[src/rtl/pmocp_pkg.sv]
// Constants and types shared by the PWM submodule output and capture path
package pmocp_pkg;

  // Register byte offsets on the Wishbone slave
  localparam logic [7:0] OFS_CTRL  = 8'h00;
  localparam logic [7:0] OFS_DT0   = 8'h04;
  localparam logic [7:0] OFS_DT1   = 8'h08;
  localparam logic [7:0] OFS_FRAC  = 8'h0c;
  localparam logic [7:0] OFS_TRIG  = 8'h10;
  localparam logic [7:0] OFS_OUT   = 8'h14;
  localparam logic [7:0] OFS_FMAP  = 8'h18;
  localparam logic [7:0] OFS_CAP   = 8'h1c;
  localparam logic [7:0] OFS_FILT  = 8'h20;
  localparam logic [7:0] OFS_DMA   = 8'h24;
  localparam logic [7:0] OFS_STAT  = 8'h28;
  localparam logic [7:0] OFS_CAPV0 = 8'h2c;
  localparam logic [7:0] OFS_CAPV5 = 8'h40;

  // Control register fields
  localparam int CTRL_FRAC_EN = 0;
  localparam int CTRL_POST    = 3;
  localparam int CTRL_SWUPD   = 4;
  localparam int CTRL_FLT_STS = 5;
  // Output register fields
  localparam int OUT_INV   = 0;
  localparam int OUT_MASK  = 4;
  localparam int OUT_EN    = 8;
  localparam int OUT_FST   = 12;
  localparam int OUT_AUX   = 16;
  // Capture control fields
  localparam int CAP_EN      = 0;
  localparam int CAP_ONESHOT = 1;
  localparam int CAP_SRC     = 2;
  localparam int CAP_EDGE0   = 4;
  localparam int CAP_EDGE1   = 6;
  localparam int CAP_WM      = 8;
  // Filter register fields
  localparam int FILT_PER  = 0;
  localparam int FILT_CNT  = 8;
  localparam int FILT_ECMP = 16;
  // DMA register fields
  localparam int DMA_WR   = 0;
  localparam int DMA_CAP  = 1;
  localparam int DMA_SRC  = 2;
  localparam int DMA_FIFO = 4;
  // Status register fields
  localparam int STAT_RF   = 0;
  localparam int STAT_CF   = 1;
  localparam int STAT_MASK = 8;
  localparam int STAT_CAPEN = 12;
  // Capture value word fields
  localparam int CAPV_CNT = 16;

  // Dead time and fractional delay layout
  localparam int              FRAC_W        = 5;
  localparam logic [15:0]     DT_MAX_NOFRAC = 16'h07ff;
  localparam logic [15:0]     DT_MAX_FRAC   = 16'hffff;
  localparam logic [31:0]     RST_WORD      = 32'h0000_0000;

  typedef enum logic [1:0] {
    NO_CAPTURE_EDGE = 2'h0,
    EDGE_RISE       = 2'h1,
    EDGE_FALL       = 2'h2,
    EDGE_BOTH       = 2'h3
  } pmocp_edge_e;

  typedef enum logic {
    RAW_INPUT_SOURCE             = 1'b0,
    EDGE_COUNTER_CAPTURE_SOURCE  = 1'b1
  } pmocp_capsrc_e;

  typedef enum logic [1:0] {
    AUX_PIN   = 2'h0,
    AUX_PAIR0 = 2'h1,
    AUX_PAIR1 = 2'h2,
    AUX_LOW   = 2'h3
  } pmocp_aux_e;

  typedef enum logic {
    DMA_SRC_WATERMARK = 1'b0,
    DMA_SRC_NONEMPTY  = 1'b1
  } pmocp_dmasrc_e;

  // Events from the counter and force logic of the submodule
  typedef struct packed {
    logic [5:0] cmp_match;
    logic       reload_opp;
    logic       last_period;
    logic       force_out;
  } pmocp_cmp_s;

  // Raw signals from the force logic, ahead of dead time
  typedef struct packed {
    logic pwmx_src;
    logic pwm23_src;
    logic pwm45_src;
  } pmocp_src_s;

endpackage

[src/rtl/pmocp_top.sv]
// Output, dead time, trigger, fault, capture and DMA path of one PWM submodule
//
// Function
// - Dead time whole cycles max 0x7FF without fractions
// - With fractions, dead time field spans 0xFFFF
// - Dead time zero/one delay pair rising edges
// - Compare one..five carry 1/32 cycle fraction
// - Three fraction enables: 1, 2-3, 4-5
// - Each compare has own trigger enable
// - Postscaler limits triggers to last period
// - Separate polarity inversion for X, A, B
// - Mask buffered until force or software update
// - Cleared enable tristates the output pin
// - Fault state value driven when status enabled
// - One-shot capture clears its own enable
// - Edge select ignored with edge counter source, except that no-capture still disables the channel
// - Capture flag set when count exceeds watermark
// - Edge counter compare used for counter source
// - Filter samples every period, zero bypasses
// - Transition accepted after agreeing sample count
// - Reload flag raises DMA write request
// - Per-FIFO enable, flag raises DMA read
// - DMA source select ignored when disabled
// - Eight fault map enables per output
// - Channel zero and one share the filtered input of their pin
// - Aux source chosen before polarity and mask
//
// The Wishbone interface to the registers and the register offsets were chosen for this implementation.
`timescale 1ns/100ps
`default_nettype none

module pmocp_top #(
  parameter int DEPTH = 4
) (
  input  wire logic                 mclk,
  input  wire logic                 rst_n,
  input  wire logic [7:0]           wb_adr_i,
  input  wire logic [31:0]          wb_dat_i,
  input  wire logic [3:0]           wb_sel_i,
  input  wire logic                 wb_we_i,
  input  wire logic                 wb_cyc_i,
  input  wire logic                 wb_stb_i,
  output logic                      wb_ack_o,
  output logic [31:0]               wb_dat_o,
  input  wire pmocp_pkg::pmocp_cmp_s cmp_i,
  input  wire pmocp_pkg::pmocp_src_s src_i,
  input  wire logic [15:0]          cnt_value_i,
  input  wire logic [7:0]           fault_in,
  input  wire logic [2:0]           cap_pin,
  output logic [2:0]                pwm_o,
  output logic [2:0]                pwm_oe_n,
  output logic [5:0]                trig_o,
  output logic [24:0]               frac_cmp_o,
  output logic [9:0]                dt_frac_o,
  output logic                      dma_wr_req_o,
  output logic [5:0]                dma_rd_req_o
);

  localparam int AW = (DEPTH > 1) ? $clog2(DEPTH) : 1;

  typedef struct packed {
    logic [2:0]                   frac_en;
    logic                         post;
    logic                         flt_sts;
    logic [1:0][15:0]             dt;
    logic [4:0][4:0]              frac;
    logic [5:0]                   trig_en;
    logic [2:0]                   inv;
    logic [2:0]                   mask_buf;
    logic [2:0]                   mask_act;
    logic [2:0]                   out_en;
    logic [2:0]                   fstate;
    pmocp_pkg::pmocp_aux_e        aux_sel;
    logic [2:0][7:0]              fmap;
    logic                         cap_en;
    logic                         oneshot;
    pmocp_pkg::pmocp_capsrc_e     cap_src;
    pmocp_pkg::pmocp_edge_e       edge0;
    pmocp_pkg::pmocp_edge_e       edge1;
    logic [2:0]                   wm;
    logic [7:0]                   filt_per;
    logic [2:0]                   filt_cnt;
    logic [7:0]                   ecmp;
    logic                         wr_dma;
    logic                         cap_dma;
    pmocp_pkg::pmocp_dmasrc_e     dma_src;
    logic [5:0]                   fifo_dma;
    logic                         reload_flag;
    logic [7:0]                   fsync1;
    logic [7:0]                   fsync2;
    logic [2:0]                   csync1;
    logic [2:0]                   csync2;
    logic [2:0][7:0]              presc;
    logic [2:0][2:0]              agree;
    logic [2:0]                   filt;
    logic [2:0]                   filt_d;
    logic [2:0][7:0]              ecnt;
    logic [1:0][10:0]             dt_cnt;
    logic [1:0]                   dt_out;
    logic [5:0][DEPTH-1:0][15:0]  mem;
    logic [5:0][AW-1:0]           wp;
    logic [5:0][AW-1:0]           rp;
    logic [5:0][AW:0]             cnt;
    logic [2:0]                   pwm;
    logic [2:0]                   oe_n;
    logic [5:0]                   trig;
    logic [24:0]                  frac_o;
    logic [9:0]                   dt_frac;
    logic                         dma_wr;
    logic [5:0]                   dma_rd;
    logic                         ack;
    logic [31:0]                  dat;
  } pmocp_state_s;

  pmocp_state_s s_r;
  pmocp_state_s s_nxt;

  logic        req;
  logic        capv_hit;
  logic [2:0]  capv_idx;
  logic [31:0] rd_img;
  logic [31:0] wr_img;
  logic [5:0]  push;
  logic [5:0]  pop;
  logic [2:0]  rise;
  logic [2:0]  fall;
  logic [2:0]  ecnt_hit;
  logic [2:0]  src_sel;
  logic [2:0]  fault_hit;
  logic [1:0]  dt_en;
  logic [1:0][10:0] dt_whole;
  logic        cap_any;

  // Byte-lane merge of a write into the current register image
  function automatic logic [31:0] wmerge(input logic [31:0] old, input logic [31:0] nw,
                                         input logic [3:0] sel);
    logic [31:0] r;
    r = old;
    for (int b = 0; b < 4; b++) begin
      if (sel[b]) begin
        r[8*b +: 8] = nw[8*b +: 8];
      end
    end
    return r;
  endfunction

  // Capture edge match for one circuit
  function automatic logic edge_hit(input pmocp_pkg::pmocp_edge_e e, input logic r,
                                    input logic f);
    return ((e == pmocp_pkg::EDGE_RISE) && r) || ((e == pmocp_pkg::EDGE_FALL) && f) ||
           ((e == pmocp_pkg::EDGE_BOTH) && (r || f));
  endfunction

  // FIFO word count above the programmed watermark
  function automatic logic over_wm(input logic [AW:0] c, input logic [2:0] w);
    return int'(c) > int'(w);
  endfunction

  // Bus decode, read image and write image
  always_comb begin
    req      = wb_cyc_i && wb_stb_i && !s_r.ack;
    capv_hit = (wb_adr_i >= pmocp_pkg::OFS_CAPV0) && (wb_adr_i <= pmocp_pkg::OFS_CAPV5) &&
               (wb_adr_i[1:0] == 2'h0);
    capv_idx = 3'(wb_adr_i[7:2] - pmocp_pkg::OFS_CAPV0[7:2]);
    rd_img   = pmocp_pkg::RST_WORD;
    unique case (wb_adr_i)
      pmocp_pkg::OFS_CTRL: begin
        rd_img[pmocp_pkg::CTRL_FRAC_EN +: 3] = s_r.frac_en;
        rd_img[pmocp_pkg::CTRL_POST]         = s_r.post;
        rd_img[pmocp_pkg::CTRL_FLT_STS]      = s_r.flt_sts;
      end
      pmocp_pkg::OFS_DT0:  rd_img[15:0] = s_r.dt[0];
      pmocp_pkg::OFS_DT1:  rd_img[15:0] = s_r.dt[1];
      pmocp_pkg::OFS_FRAC: rd_img[24:0] = s_r.frac;
      pmocp_pkg::OFS_TRIG: rd_img[5:0]  = s_r.trig_en;
      pmocp_pkg::OFS_OUT: begin
        rd_img[pmocp_pkg::OUT_INV +: 3]  = s_r.inv;
        rd_img[pmocp_pkg::OUT_MASK +: 3] = s_r.mask_buf;
        rd_img[pmocp_pkg::OUT_EN +: 3]   = s_r.out_en;
        rd_img[pmocp_pkg::OUT_FST +: 3]  = s_r.fstate;
        rd_img[pmocp_pkg::OUT_AUX +: 2]  = s_r.aux_sel;
      end
      pmocp_pkg::OFS_FMAP: rd_img[23:0] = s_r.fmap;
      pmocp_pkg::OFS_CAP: begin
        rd_img[pmocp_pkg::CAP_EN]        = s_r.cap_en;
        rd_img[pmocp_pkg::CAP_ONESHOT]   = s_r.oneshot;
        rd_img[pmocp_pkg::CAP_SRC]       = s_r.cap_src;
        rd_img[pmocp_pkg::CAP_EDGE0 +: 2] = s_r.edge0;
        rd_img[pmocp_pkg::CAP_EDGE1 +: 2] = s_r.edge1;
        rd_img[pmocp_pkg::CAP_WM +: 3]   = s_r.wm;
      end
      pmocp_pkg::OFS_FILT: begin
        rd_img[pmocp_pkg::FILT_PER +: 8]  = s_r.filt_per;
        rd_img[pmocp_pkg::FILT_CNT +: 3]  = s_r.filt_cnt;
        rd_img[pmocp_pkg::FILT_ECMP +: 8] = s_r.ecmp;
      end
      pmocp_pkg::OFS_DMA: begin
        rd_img[pmocp_pkg::DMA_WR]        = s_r.wr_dma;
        rd_img[pmocp_pkg::DMA_CAP]       = s_r.cap_dma;
        rd_img[pmocp_pkg::DMA_SRC]       = s_r.dma_src;
        rd_img[pmocp_pkg::DMA_FIFO +: 6] = s_r.fifo_dma;
      end
      pmocp_pkg::OFS_STAT: begin
        rd_img[pmocp_pkg::STAT_RF] = s_r.reload_flag;
        for (int f = 0; f < 6; f++) begin
          rd_img[pmocp_pkg::STAT_CF + f] = over_wm(s_r.cnt[f], s_r.wm);
        end
        rd_img[pmocp_pkg::STAT_MASK +: 3] = s_r.mask_act;
        rd_img[pmocp_pkg::STAT_CAPEN]     = s_r.cap_en;
      end
      default: begin
        if (capv_hit) begin
          rd_img[15:0] = s_r.mem[capv_idx][s_r.rp[capv_idx]];
          rd_img[pmocp_pkg::CAPV_CNT +: AW+1] = s_r.cnt[capv_idx];
        end
      end
    endcase
    wr_img = wmerge(rd_img, wb_dat_i, wb_sel_i);
  end

  // Datapath helpers from registered state
  always_comb begin
    rise      = s_r.filt & ~s_r.filt_d;
    fall      = ~s_r.filt & s_r.filt_d;
    dt_en     = {s_r.frac_en[2], s_r.frac_en[1]};
    cap_any   = 1'b0;
    push      = '0;
    pop       = '0;
    ecnt_hit  = '0;
    for (int k = 0; k < 2; k++) begin
      // Fraction bits only shorten the whole count when fractions are on
      dt_whole[k] = dt_en[k] ? s_r.dt[k][15:5] : s_r.dt[k][10:0];
    end
    for (int p = 0; p < 3; p++) begin
      ecnt_hit[p] = (rise[p] || fall[p]) && (s_r.ecnt[p] + 8'h01 == s_r.ecmp) &&
                    (s_r.ecmp != 8'h00);
      for (int c = 0; c < 2; c++) begin
        if (s_r.cap_en && ((c == 0) ? s_r.edge0 : s_r.edge1) !=
            pmocp_pkg::NO_CAPTURE_EDGE) begin
          if (s_r.cap_src == pmocp_pkg::EDGE_COUNTER_CAPTURE_SOURCE) begin
            push[2*p+c] = ecnt_hit[p];
          end else begin
            push[2*p+c] = edge_hit((c == 0) ? s_r.edge0 : s_r.edge1, rise[p], fall[p]);
          end
        end
      end
    end
    cap_any = |push;
    for (int f = 0; f < 6; f++) begin
      // A full FIFO drops the new capture rather than overwrite old data
      push[f] = push[f] && (int'(s_r.cnt[f]) < DEPTH);
      pop[f]  = req && !wb_we_i && capv_hit && (int'(capv_idx) == f) &&
                (s_r.cnt[f] != '0);
    end
    unique case (s_r.aux_sel)
      pmocp_pkg::AUX_PIN:   src_sel[0] = src_i.pwmx_src;
      pmocp_pkg::AUX_PAIR0: src_sel[0] = s_r.dt_out[0];
      pmocp_pkg::AUX_PAIR1: src_sel[0] = s_r.dt_out[1];
      pmocp_pkg::AUX_LOW:   src_sel[0] = 1'b0;
    endcase
    src_sel[1] = s_r.dt_out[0];
    src_sel[2] = s_r.dt_out[1];
    for (int o = 0; o < 3; o++) begin
      fault_hit[o] = |(s_r.fsync2 & s_r.fmap[o]);
    end
  end

  // Next-state logic for the whole block
  always_comb begin
    s_nxt     = s_r;
    s_nxt.ack = req;
    // Synchronisers: first stage feeds only the second
    s_nxt.fsync1 = fault_in;
    s_nxt.fsync2 = s_r.fsync1;
    s_nxt.csync1 = cap_pin;
    s_nxt.csync2 = s_r.csync1;
    if (req && !wb_we_i) begin
      s_nxt.dat = rd_img;
    end

    // Hardware-set reload flag; set wins over a same-cycle clear
    if (req && wb_we_i && (wb_adr_i == pmocp_pkg::OFS_STAT) && wr_img[pmocp_pkg::STAT_RF]) begin
      s_nxt.reload_flag = 1'b0;
    end
    if (cmp_i.reload_opp) begin
      s_nxt.reload_flag = 1'b1;
    end

    // Register writes
    if (req && wb_we_i) begin
      unique case (wb_adr_i)
        pmocp_pkg::OFS_CTRL: begin
          s_nxt.frac_en = wr_img[pmocp_pkg::CTRL_FRAC_EN +: 3];
          s_nxt.post    = wr_img[pmocp_pkg::CTRL_POST];
          s_nxt.flt_sts = wr_img[pmocp_pkg::CTRL_FLT_STS];
        end
        pmocp_pkg::OFS_DT0:  s_nxt.dt[0] = wr_img[15:0];
        pmocp_pkg::OFS_DT1:  s_nxt.dt[1] = wr_img[15:0];
        pmocp_pkg::OFS_FRAC: s_nxt.frac  = wr_img[24:0];
        pmocp_pkg::OFS_TRIG: s_nxt.trig_en = wr_img[5:0];
        pmocp_pkg::OFS_OUT: begin
          s_nxt.inv      = wr_img[pmocp_pkg::OUT_INV +: 3];
          s_nxt.mask_buf = wr_img[pmocp_pkg::OUT_MASK +: 3];
          s_nxt.out_en   = wr_img[pmocp_pkg::OUT_EN +: 3];
          s_nxt.fstate   = wr_img[pmocp_pkg::OUT_FST +: 3];
          s_nxt.aux_sel  = pmocp_pkg::pmocp_aux_e'(wr_img[pmocp_pkg::OUT_AUX +: 2]);
        end
        pmocp_pkg::OFS_FMAP: s_nxt.fmap = wr_img[23:0];
        pmocp_pkg::OFS_CAP: begin
          s_nxt.cap_en  = wr_img[pmocp_pkg::CAP_EN];
          s_nxt.oneshot = wr_img[pmocp_pkg::CAP_ONESHOT];
          s_nxt.cap_src = pmocp_pkg::pmocp_capsrc_e'(wr_img[pmocp_pkg::CAP_SRC]);
          s_nxt.edge0   = pmocp_pkg::pmocp_edge_e'(wr_img[pmocp_pkg::CAP_EDGE0 +: 2]);
          s_nxt.edge1   = pmocp_pkg::pmocp_edge_e'(wr_img[pmocp_pkg::CAP_EDGE1 +: 2]);
          s_nxt.wm      = wr_img[pmocp_pkg::CAP_WM +: 3];
        end
        pmocp_pkg::OFS_FILT: begin
          s_nxt.filt_per = wr_img[pmocp_pkg::FILT_PER +: 8];
          s_nxt.filt_cnt = wr_img[pmocp_pkg::FILT_CNT +: 3];
          s_nxt.ecmp     = wr_img[pmocp_pkg::FILT_ECMP +: 8];
        end
        pmocp_pkg::OFS_DMA: begin
          s_nxt.wr_dma   = wr_img[pmocp_pkg::DMA_WR];
          s_nxt.cap_dma  = wr_img[pmocp_pkg::DMA_CAP];
          s_nxt.dma_src  = pmocp_pkg::pmocp_dmasrc_e'(wr_img[pmocp_pkg::DMA_SRC]);
          s_nxt.fifo_dma = wr_img[pmocp_pkg::DMA_FIFO +: 6];
        end
        default: ;
      endcase
    end

    // Buffered mask moves to the live mask on force or software update
    if (cmp_i.force_out || (req && wb_we_i && (wb_adr_i == pmocp_pkg::OFS_CTRL) &&
        wr_img[pmocp_pkg::CTRL_SWUPD])) begin
      s_nxt.mask_act = s_r.mask_buf;
    end

    // One-shot: the capture that lands clears the enable after any write
    if (s_r.oneshot && cap_any) begin
      s_nxt.cap_en = 1'b0;
    end

    // Input filter, edge counter and capture FIFOs per pin
    for (int p = 0; p < 3; p++) begin
      s_nxt.filt_d[p] = s_r.filt[p];
      if (s_r.filt_per == 8'h00) begin
        s_nxt.filt[p]  = s_r.csync2[p];
        s_nxt.presc[p] = 8'h00;
        s_nxt.agree[p] = 3'h0;
      end else if (s_r.presc[p] >= s_r.filt_per - 8'h01) begin
        s_nxt.presc[p] = 8'h00;
        if (s_r.csync2[p] != s_r.filt[p]) begin
          if (s_r.agree[p] >= s_r.filt_cnt) begin
            s_nxt.filt[p]  = s_r.csync2[p];
            s_nxt.agree[p] = 3'h0;
          end else begin
            s_nxt.agree[p] = s_r.agree[p] + 3'h1;
          end
        end else begin
          s_nxt.agree[p] = 3'h0;
        end
      end else begin
        s_nxt.presc[p] = s_r.presc[p] + 8'h01;
      end
      if (!s_r.cap_en || ecnt_hit[p]) begin
        s_nxt.ecnt[p] = 8'h00;
      end else if (rise[p] || fall[p]) begin
        s_nxt.ecnt[p] = s_r.ecnt[p] + 8'h01;
      end
    end
    for (int f = 0; f < 6; f++) begin
      if (push[f]) begin
        s_nxt.mem[f][s_r.wp[f]] = cnt_value_i;
        s_nxt.wp[f] = AW'((int'(s_r.wp[f]) + 1) % DEPTH);
      end
      if (pop[f]) begin
        s_nxt.rp[f] = AW'((int'(s_r.rp[f]) + 1) % DEPTH);
      end
      if (push[f] && !pop[f]) begin
        s_nxt.cnt[f] = s_r.cnt[f] + 1'b1;
      end else if (pop[f] && !push[f]) begin
        s_nxt.cnt[f] = s_r.cnt[f] - 1'b1;
      end
      // Source select only matters once capture DMA is on
      s_nxt.dma_rd[f] = s_r.cap_dma && s_r.fifo_dma[f] &&
                        ((s_r.dma_src == pmocp_pkg::DMA_SRC_NONEMPTY) ?
                         (s_r.cnt[f] != '0) : over_wm(s_r.cnt[f], s_r.wm));
    end
    s_nxt.dma_wr = s_r.wr_dma && s_r.reload_flag;

    // Dead time: rising edge held back by the whole-cycle count
    for (int k = 0; k < 2; k++) begin
      if (!((k == 0) ? src_i.pwm23_src : src_i.pwm45_src)) begin
        s_nxt.dt_cnt[k] = 11'h000;
      end else if (s_r.dt_cnt[k] < dt_whole[k]) begin
        s_nxt.dt_cnt[k] = s_r.dt_cnt[k] + 11'h001;
      end
      s_nxt.dt_out[k] = ((k == 0) ? src_i.pwm23_src : src_i.pwm45_src) &&
                        (s_r.dt_cnt[k] >= dt_whole[k]);
      s_nxt.dt_frac[5*k +: 5] = dt_en[k] ? s_r.dt[k][4:0] : 5'h00;
    end

    // Fraction codes for compare one..five go to the delay line
    for (int i = 0; i < 5; i++) begin
      s_nxt.frac_o[5*i +: 5] = s_r.frac_en[(i + 1) / 2] ? s_r.frac[i] : 5'h00;
    end

    // Trigger gating; postscaler keeps only the last period
    s_nxt.trig = cmp_i.cmp_match & s_r.trig_en &
                 {6{!s_r.post || cmp_i.last_period}};

    // Output stage: polarity, mask, fault, enable
    for (int o = 0; o < 3; o++) begin
      s_nxt.pwm[o] = src_sel[o] ^ s_r.inv[o];
      if (s_r.mask_act[o]) begin
        s_nxt.pwm[o] = 1'b0;
      end
      if (fault_hit[o]) begin
        s_nxt.pwm[o] = s_r.flt_sts ? s_r.fstate[o] : 1'b0;
      end
      s_nxt.oe_n[o] = !s_r.out_en[o];
    end
  end

  // Single state register, synchronous reset to all zero except oe_n, which resets to all ones
  always_ff @(posedge mclk) begin
    if (!rst_n) begin
      s_r      <= '0;
      s_r.oe_n <= 3'h7;
    end else begin
      s_r <= s_nxt;
    end
  end

  assign wb_ack_o     = s_r.ack;
  assign wb_dat_o     = s_r.dat;
  assign pwm_o        = s_r.pwm;
  assign pwm_oe_n     = s_r.oe_n;
  assign trig_o       = s_r.trig;
  assign frac_cmp_o   = s_r.frac_o;
  assign dt_frac_o    = s_r.dt_frac;
  assign dma_wr_req_o = s_r.dma_wr;
  assign dma_rd_req_o = s_r.dma_rd;

endmodule // pmocp_top

`default_nettype wire

[config.mk]
export PLATFORM = sky130hd
export DESIGN_NAME = pmocp_top
export DESIGN_NICKNAME = d
export VERILOG_FILES = /design/src/rtl/pmocp_pkg.sv /design/src/rtl/pmocp_top.sv
export SDC_FILE = /design/constraint.sdc
export NUM_CORES = 2
export LEC_CHECK = 0
export BUFFER_PORTS_ARGS = -buffer_cell sky130_fd_sc_hd__buf_2
export CORE_MARGIN = 2
export CORE_UTILIZATION = 56
export DETAILED_ROUTE_END_ITERATION = 10
export PLACE_DENSITY = 0.78
export SLEW_MARGIN = 20
export SYNTH_ARGS = -nofsm -noshare
export SYNTH_HDL_FRONTEND = slang
export SYNTH_SLANG_ARGS = --single-unit
[constraint.sdc]
create_clock -name mclk -period 4 [get_ports mclk]
set_clock_uncertainty 0.2 [all_clocks]
set_input_delay 0.4 -clock mclk [delete_from_list [all_inputs] [get_ports mclk]]
set_output_delay 0.4 -clock mclk [all_outputs]
set_load 0.01 [all_outputs]
* Word-level counts from Yosys, hierarchy flattened
Cells that the tools add are included.
** Operators by class
- Add/sub/neg operators :: 37
- $lt $le $gt $ge :: 38
- Equal/unequal tests :: 30
- Mux-type cells :: 109
- Bitwise logic cells :: 13
- Reduce and logical (&&, ||, !) cells :: 197
** Operators with widths (count)
- 64-bit bitwise mux :: 6
- 64-bit binary-select mux with 3-bit select :: 1
- 16-bit demux with 2-bit select :: 6
- 16-bit 2-to-1 mux :: 7
- 1-bit logical AND :: 89
- 64-bit 2-to-1 mux :: 1
- 3-bit 2-to-1 mux :: 19
- 8-bit by 1-bit adder with 8-bit output (second input constant) :: 6
- 1-bit 2-to-1 mux :: 43
- 2-bit nonzero test :: 18
- 3-bit one-hot mux with 11 select lines :: 1
- 16-bit binary-select mux with 2-bit select :: 1
- 8-bit by 5-bit equality test with 1-bit output (second input constant) :: 4
- 8-bit OR reduction :: 4
- 2-bit AND reduction :: 15
- 3-bit by 1-bit adder with 3-bit output (second input constant) :: 9
- 2-bit by 1-bit adder with 2-bit output (second input constant) :: 12
- 8-bit bitwise AND :: 3
- 8-bit by 6-bit equality test with 1-bit output (second input constant) :: 3
- 8-bit equality test :: 3
- 8-bit >= comparator :: 3
- 8-bit 2-to-1 mux :: 3
- 11-bit by 1-bit adder with 11-bit output (second input constant) :: 2
- 11-bit >= comparator :: 2
- 54 further kinds :: 163
** Word-level totals
- Register bits :: 763
- Word-level logic and storage cells :: 532

* Depth between registers and ports, before layout
- Depth in word-level cells :: 12
- Gate-level depth with buffers :: 18
- Depth with buffers taken out :: 14

* Least setup slack after synthesis
OpenSTA, ideal clock, no wires.
- Kind :: in2reg
- Start point :: input wb_adr_i[2]
- End point :: register s_r[624] in the netlist's numbering
- Library setup time :: 0.117 ns
- Arrival time :: 4.061 ns
- Data required time :: 3.683 ns
- Slack :: -0.379 ns
- Cell stages on the path :: 15
- Path buffers :: 8
- Cells stage by stage :: buf_4 buf_4 buf_4 buf_4 inv_2 ha_1 buf_2 buf_2 buf_1 clkbuf_1 mux4_2 mux2_2 o221ai_1 nand4b_1 a32o_1
** On the way
- Longest elaborated chain between the ends :: 8
** RTL lines
- start: declaration :: RTL line pmocp_top.sv:37 : input wire logic [7:0] wb_adr_i,
- 3-bit by 2-bit subtractor with 3-bit output :: RTL line pmocp_top.sv:164 : capv_idx = 3'(wb_adr_i[7:2] - pmocp_pkg::OFS_CAPV0[7:2]);
- 64-bit binary-select mux with 3-bit select / 2-bit binary-select mux with 3-bit select (equally long branches) :: RTL line pmocp_top.sv:213 : rd_img[15:0] = s_r.mem[capv_idx][s_r.rp[capv_idx]];
- 64-bit 2-to-1 mux (not written as such) / 2-bit 2-to-1 mux (equally long branches) :: RTL line pmocp_top.sv:213
- 16-bit binary-select mux with 2-bit select :: RTL line pmocp_top.sv:213
- 16-bit 2-to-1 mux (not written as such) :: RTL line pmocp_top.sv:213
- 19-bit 2-to-1 mux :: RTL line pmocp_top.sv:212 : if (capv_hit) begin
- 1-bit one-hot mux with 11 select lines :: RTL line pmocp_top.sv:166 : unique case (wb_adr_i)
- 8-bit 2-to-1 mux :: RTL line pmocp_top.sv:140 : if (sel[b]) begin
- end signal: assignment :: RTL line pmocp_top.sv:431 : s_r <= s_nxt;
- end: declaration :: RTL line pmocp_top.sv:115 : pmocp_state_s s_r;
Parallel ways exist; a longest one is shown, timed or not. The select of a mux whose other input is x is not followed.
A chain may end at the register's enable or synchronous reset.

* Final worst setup path
- Start point :: register s_r[547] in the netlist's numbering
- End point :: register s_r[95] in the netlist's numbering
** On the way
- Longest elaborated chain between the ends :: 10
** RTL lines
- 8-bit by 1-bit adder with 8-bit output (*) :: RTL line pmocp_top.sv:235 : ecnt_hit[p] = (rise[p] || fall[p]) && (s_r.ecnt[p] + 8'h01 == s_r.ecmp) &&
- 8-bit equality test (*) :: RTL line pmocp_top.sv:235
- 1-bit logical AND (*) (2 in series) :: RTL line pmocp_top.sv:235
- 1-bit 2-to-1 mux (*) :: RTL line pmocp_top.sv:240 : if (s_r.cap_src == pmocp_pkg::EDGE_COUNTER_CAPTURE_SOURCE) begin
- 1-bit 2-to-1 mux (*) :: RTL line pmocp_top.sv:238 : if (s_r.cap_en && ((c == 0) ? s_r.edge0 : s_r.edge1) !=
- 1-bit logical AND (*) :: RTL line pmocp_top.sv:251 : push[f] = push[f] && (int'(s_r.cnt[f]) < DEPTH);
- named net push[2] :: RTL line pmocp_top.sv:123 : logic [5:0] push;
- 1-bit logical NOT :: RTL line pmocp_top.sv:381 : end else if (pop[f] && !push[f]) begin
- 1-bit logical AND :: RTL line pmocp_top.sv:381
- 2-bit nonzero test (no line)
Mark *: on every way through the listed nets, which the timed path passes. The rest lies on a longest branch.

==> impl_metrics.tcl <==
set metrics [dict create \
    io_buffers 160 \
    rows 95 \
    grtUsageMet1_pct 42.71 \
    crit_family "simple AND/OR/NAND/NOR gates" \
    critPathLaunch "s_r[547]$_SDFFE_PP0N_" \
    finalWorstSetupSlack_ns 0.1824 \
    worst_slew_pin_slew_ns 0.9814 \
    max_freq_mhz 261.9 \
    maxSlewHeadroom_pct 34.29 \
    synth-seq-area-share_pct 39.88 \
    synth.ff_latch_count 763 \
    gp_congestion 1.062 \
    whs_path_depth 2 \
    cp.depth 11 \
    power_density_nw_per_um2 384.6 \
    finalHoldViolations 0 \
    use_met2_pct 55.16 \
    period_minus_slack_ns 3.818 \
    drt_iter0_markers 4690 \
    yosysUniqueCellTypes 88 \
    die_x_um 265.5 \
    cts_sinks 763 \
    end_kind "flip-flop" \
    tns_ns 0 \
    cp-start-kind "flip-flop" \
    drc 0 \
    synth_top_flop_cell "dfxtp_1" \
    reg2reg_slack_ns 0.18 \
    cts_buffers 81 \
    rsz0062_at_grt "false" \
    grtUsageMet3_pct 8.184 \
    clkSlewWorstSetupHoldPaths_ns 0.06 \
    min_from "rst_n" \
    dr.pass1.iters 8 \
    status "complete, no violations" \
    grt_pass1_wl_mm 191.8 \
    drv_slew 0 \
    cts_max_level 3 \
    critPathKind "flip-flop to flip-flop" \
    cpMaxStageDelayCell "a2111o_2" \
    grt_pass1_vias 32370 \
    arrival_ns 4.18 \
    final_nets 4417 \
    synth_top_cell_by_area "dfxtp_1" \
    worstSkewPairLatency_ns 0.65 \
    drt_wl_total_mm 126.5 \
    regToRegEndpoint "s_r[95]$_SDFFE_PN0P_" \
    ys_warn_count 0 \
    cts_tree "done" \
    overflow 0 \
    drive_gt1_share_pct 14.43 \
    worstHoldPathType "input pin to flip-flop" \
    layout.filler_cells 5433 \
    synth_edf_count 0 \
    vias 34330 \
    dieArea_um2 70500 \
    area_growth_pct 11.84 \
    clk_path_buf_depth 3 \
    grt_usage_pct 34.85 \
    place_ws_ns 0.1749 \
    reg2reg_from "s_r[547]$_SDFFE_PP0N_" \
    worst_r2r_path_depth 11 \
    antenna_found_initial 6 \
    synthArstFlopShare_pct 0 \
    viasPerCell 6.687 \
    clockRootBuffer "clkbuf_16" \
    crit_end "s_r[95]$_SDFFE_PN0P_" \
    io_pins 175 \
    p_leak_nw 17.39 \
    netlist_area_um2 38300 \
    routedWlPerCell_um 24.63 \
    critPathBufInv 1 \
    setup_viol 0 \
    ir_drop_v 0.0004243 \
    globalRoute.busiestLayer "met2" \
    core_area_um2 67400 \
    synthCells 4177 \
    max_stage_delay_ns 0.64 \
    cp_max_fo 9 \
    synth.top_cell.area_share_pct 39.88 \
    syn_area_per_cell_um2 9.169 \
    timing.final.crit_share_pct 95.44 \
    ant_nets 0 \
    start_util_pct 56.83 \
    crit_chain "and4_1, a21boi_1, or4b_1, a2111o_2, a21oi_4, ha_1, inv_1, fa_1, xor2_1, or3_1, a21oi_1" \
    grt_start_max_net_pins 99 \
    place_hpwl_mm 85.33 \
    yosys-top-cells-area "dfxtp_1 (40%), mux2i_1 (9.3%), nand2_1 (4.4%), mux4_2 (4.3%), ha_1 (4.2%)" \
    cp_data_required_time_ns 4.37 \
    die-height_um 265.5 \
    drv_cap 0 \
]
registers in the layout, summed over array words and instances (netlist names):
register and count:
trig_o 6, s_nxt 14, pwm_oe_n 3, s_r 667
dma_wr_req_o 1, wb_ack_o 1, wb_dat_o 25, dt_frac_o 10
pwm_o 3, dt_en 2, dma_rd_req_o 6, frac_cmp_o 25
worst min path at each step:
stage | to | slack [ns]
after floorplan | pwm_oe_n[1]$_SDFF_PN1_ | 0.17
after global placement | s_r[607]$_SDFF_PN0_ | 0.21
after detailed placement | s_r[600]$_SDFF_PN0_ | 0.22
after CTS | s_r[677]$_SDFFE_PN0P_ | 0.03
after global routing | wb_dat_o[7]$_SDFFE_PN0P_ | 0.06
final | wb_dat_o[7]$_SDFFE_PN0P_ | 0.05
report_power, final:
part | leakage (nW) | internal (mW) | total, mW | switching (mW)
clock network | 1.40 | 4.78 | 8.02 | 3.24
registers | 6.15 | 7.62 | 7.65 | 0.0222
logic | 9.83 | 0.237 | 0.807 | 0.571
total | 17.4 | 12.6 | 16.5 | 3.83
per-stage QoR:
stage | utilization (%) | instances | power (mW) | cell area [um^2] | hold WS (ns)
after floorplan | - | 4183 | 8.272 | 38380 | 0.1678
after global placement | 58.75 | 4944 | 8.550 | 39590 | 0.2141
after detailed placement | 58.75 | 4944 | 8.554 | 39590 | 0.2183
after CTS | 63.52 | 5129 | 16.47 | 42810 | 0.02685
after global routing | 63.54 | 5130 | 16.80 | 42820 | 0.05945
final | 63.56 | 5134 | 16.47 | 42830 | 0.04512
layer usage:
metal,vias up,wire length (um)
li1,15170,-
met1,16390,47540
met2,2205,56220
met3,562,13600
met4,4,9074
met5,-,28
synthesized netlist by cell type (all sizes together), types with 7 or more instances:
library cell  count
a21oi           261
nand2b           35
o21ai           133
a311oi           11
nand4           159
a31oi            15
o211ai           36
xor2             50
nand3           153
mux4             73
o21a             13
nor2b            22
ha              130
a21boi            7
a221oi           10
mux2i           355
o31ai           165
and3             74
buf             154
a2111oi          10
a22oi            44
a32o             38
nor3             45
a211oi           16
a21o             20
nor4             19
inv              80
o22ai            19
nor2            247
xnor2            64
a222oi            8
or3              20
and2             34
mux2             20
a31o             10
clkbuf          283
nand2           456
a22o             10
dfxtp           763
cell type report:
type | instances | area [um^2] | share of cell area (%)
Clock buffer | 113 | 2360 | 5.509
Multi-Input combinational cell | 2901 | 20710 | 48.34
Sequential cell | 763 | 15270 | 35.66
Timing Repair Buffer | 364 | 2600 | 6.070
Clock inverter | 33 | 469.2 | 1.095
Tap cell | 873 | 1092 | 2.550
Inverter | 82 | 317.8 | 0.7420
Antenna cell | 5 | 12.51 | 0.02921
cell families after synthesis:
group           share of synthesized area [%]
fa+ha+maj                               4.561
flops                                   39.88
simple gates                            16.80
other cells                          0.009792
compound gates                          15.59
mux                                     14.16
buf+inv                                 6.390
xor+xnor                                2.607
cell usage in the layout (no fill, tap or decap), types with 36 or more instances in the layout:
cell / instances
a21oi_1: 259
nand2_1: 448
xor2_1: 49
dlygate4sd3_1: 39
mux4_2: 73
nand4_1: 159
nor3_1: 41
buf_4: 152
dfxtp_1: 763
and3_1: 74
xnor2_1: 63
buf_2: 158
a32o_1: 38
nor2_1: 246
inv_1: 78
o211ai_1: 36
o21ai_0: 123
mux2i_1: 355
ha_1: 129
a22oi_1: 44
o31ai_1: 165
nand3_1: 145
clkbuf_16: 83
repair_timing:
action,4_1_cts,5_1_grt
hold buffers,39,0
endpoints found under the hold margin,150,0
buffers inserted,0,0
gates resized for setup,0,2
setup endpoints to repair,0,3
No activity file was read; power rests on OpenSTA's default activity.
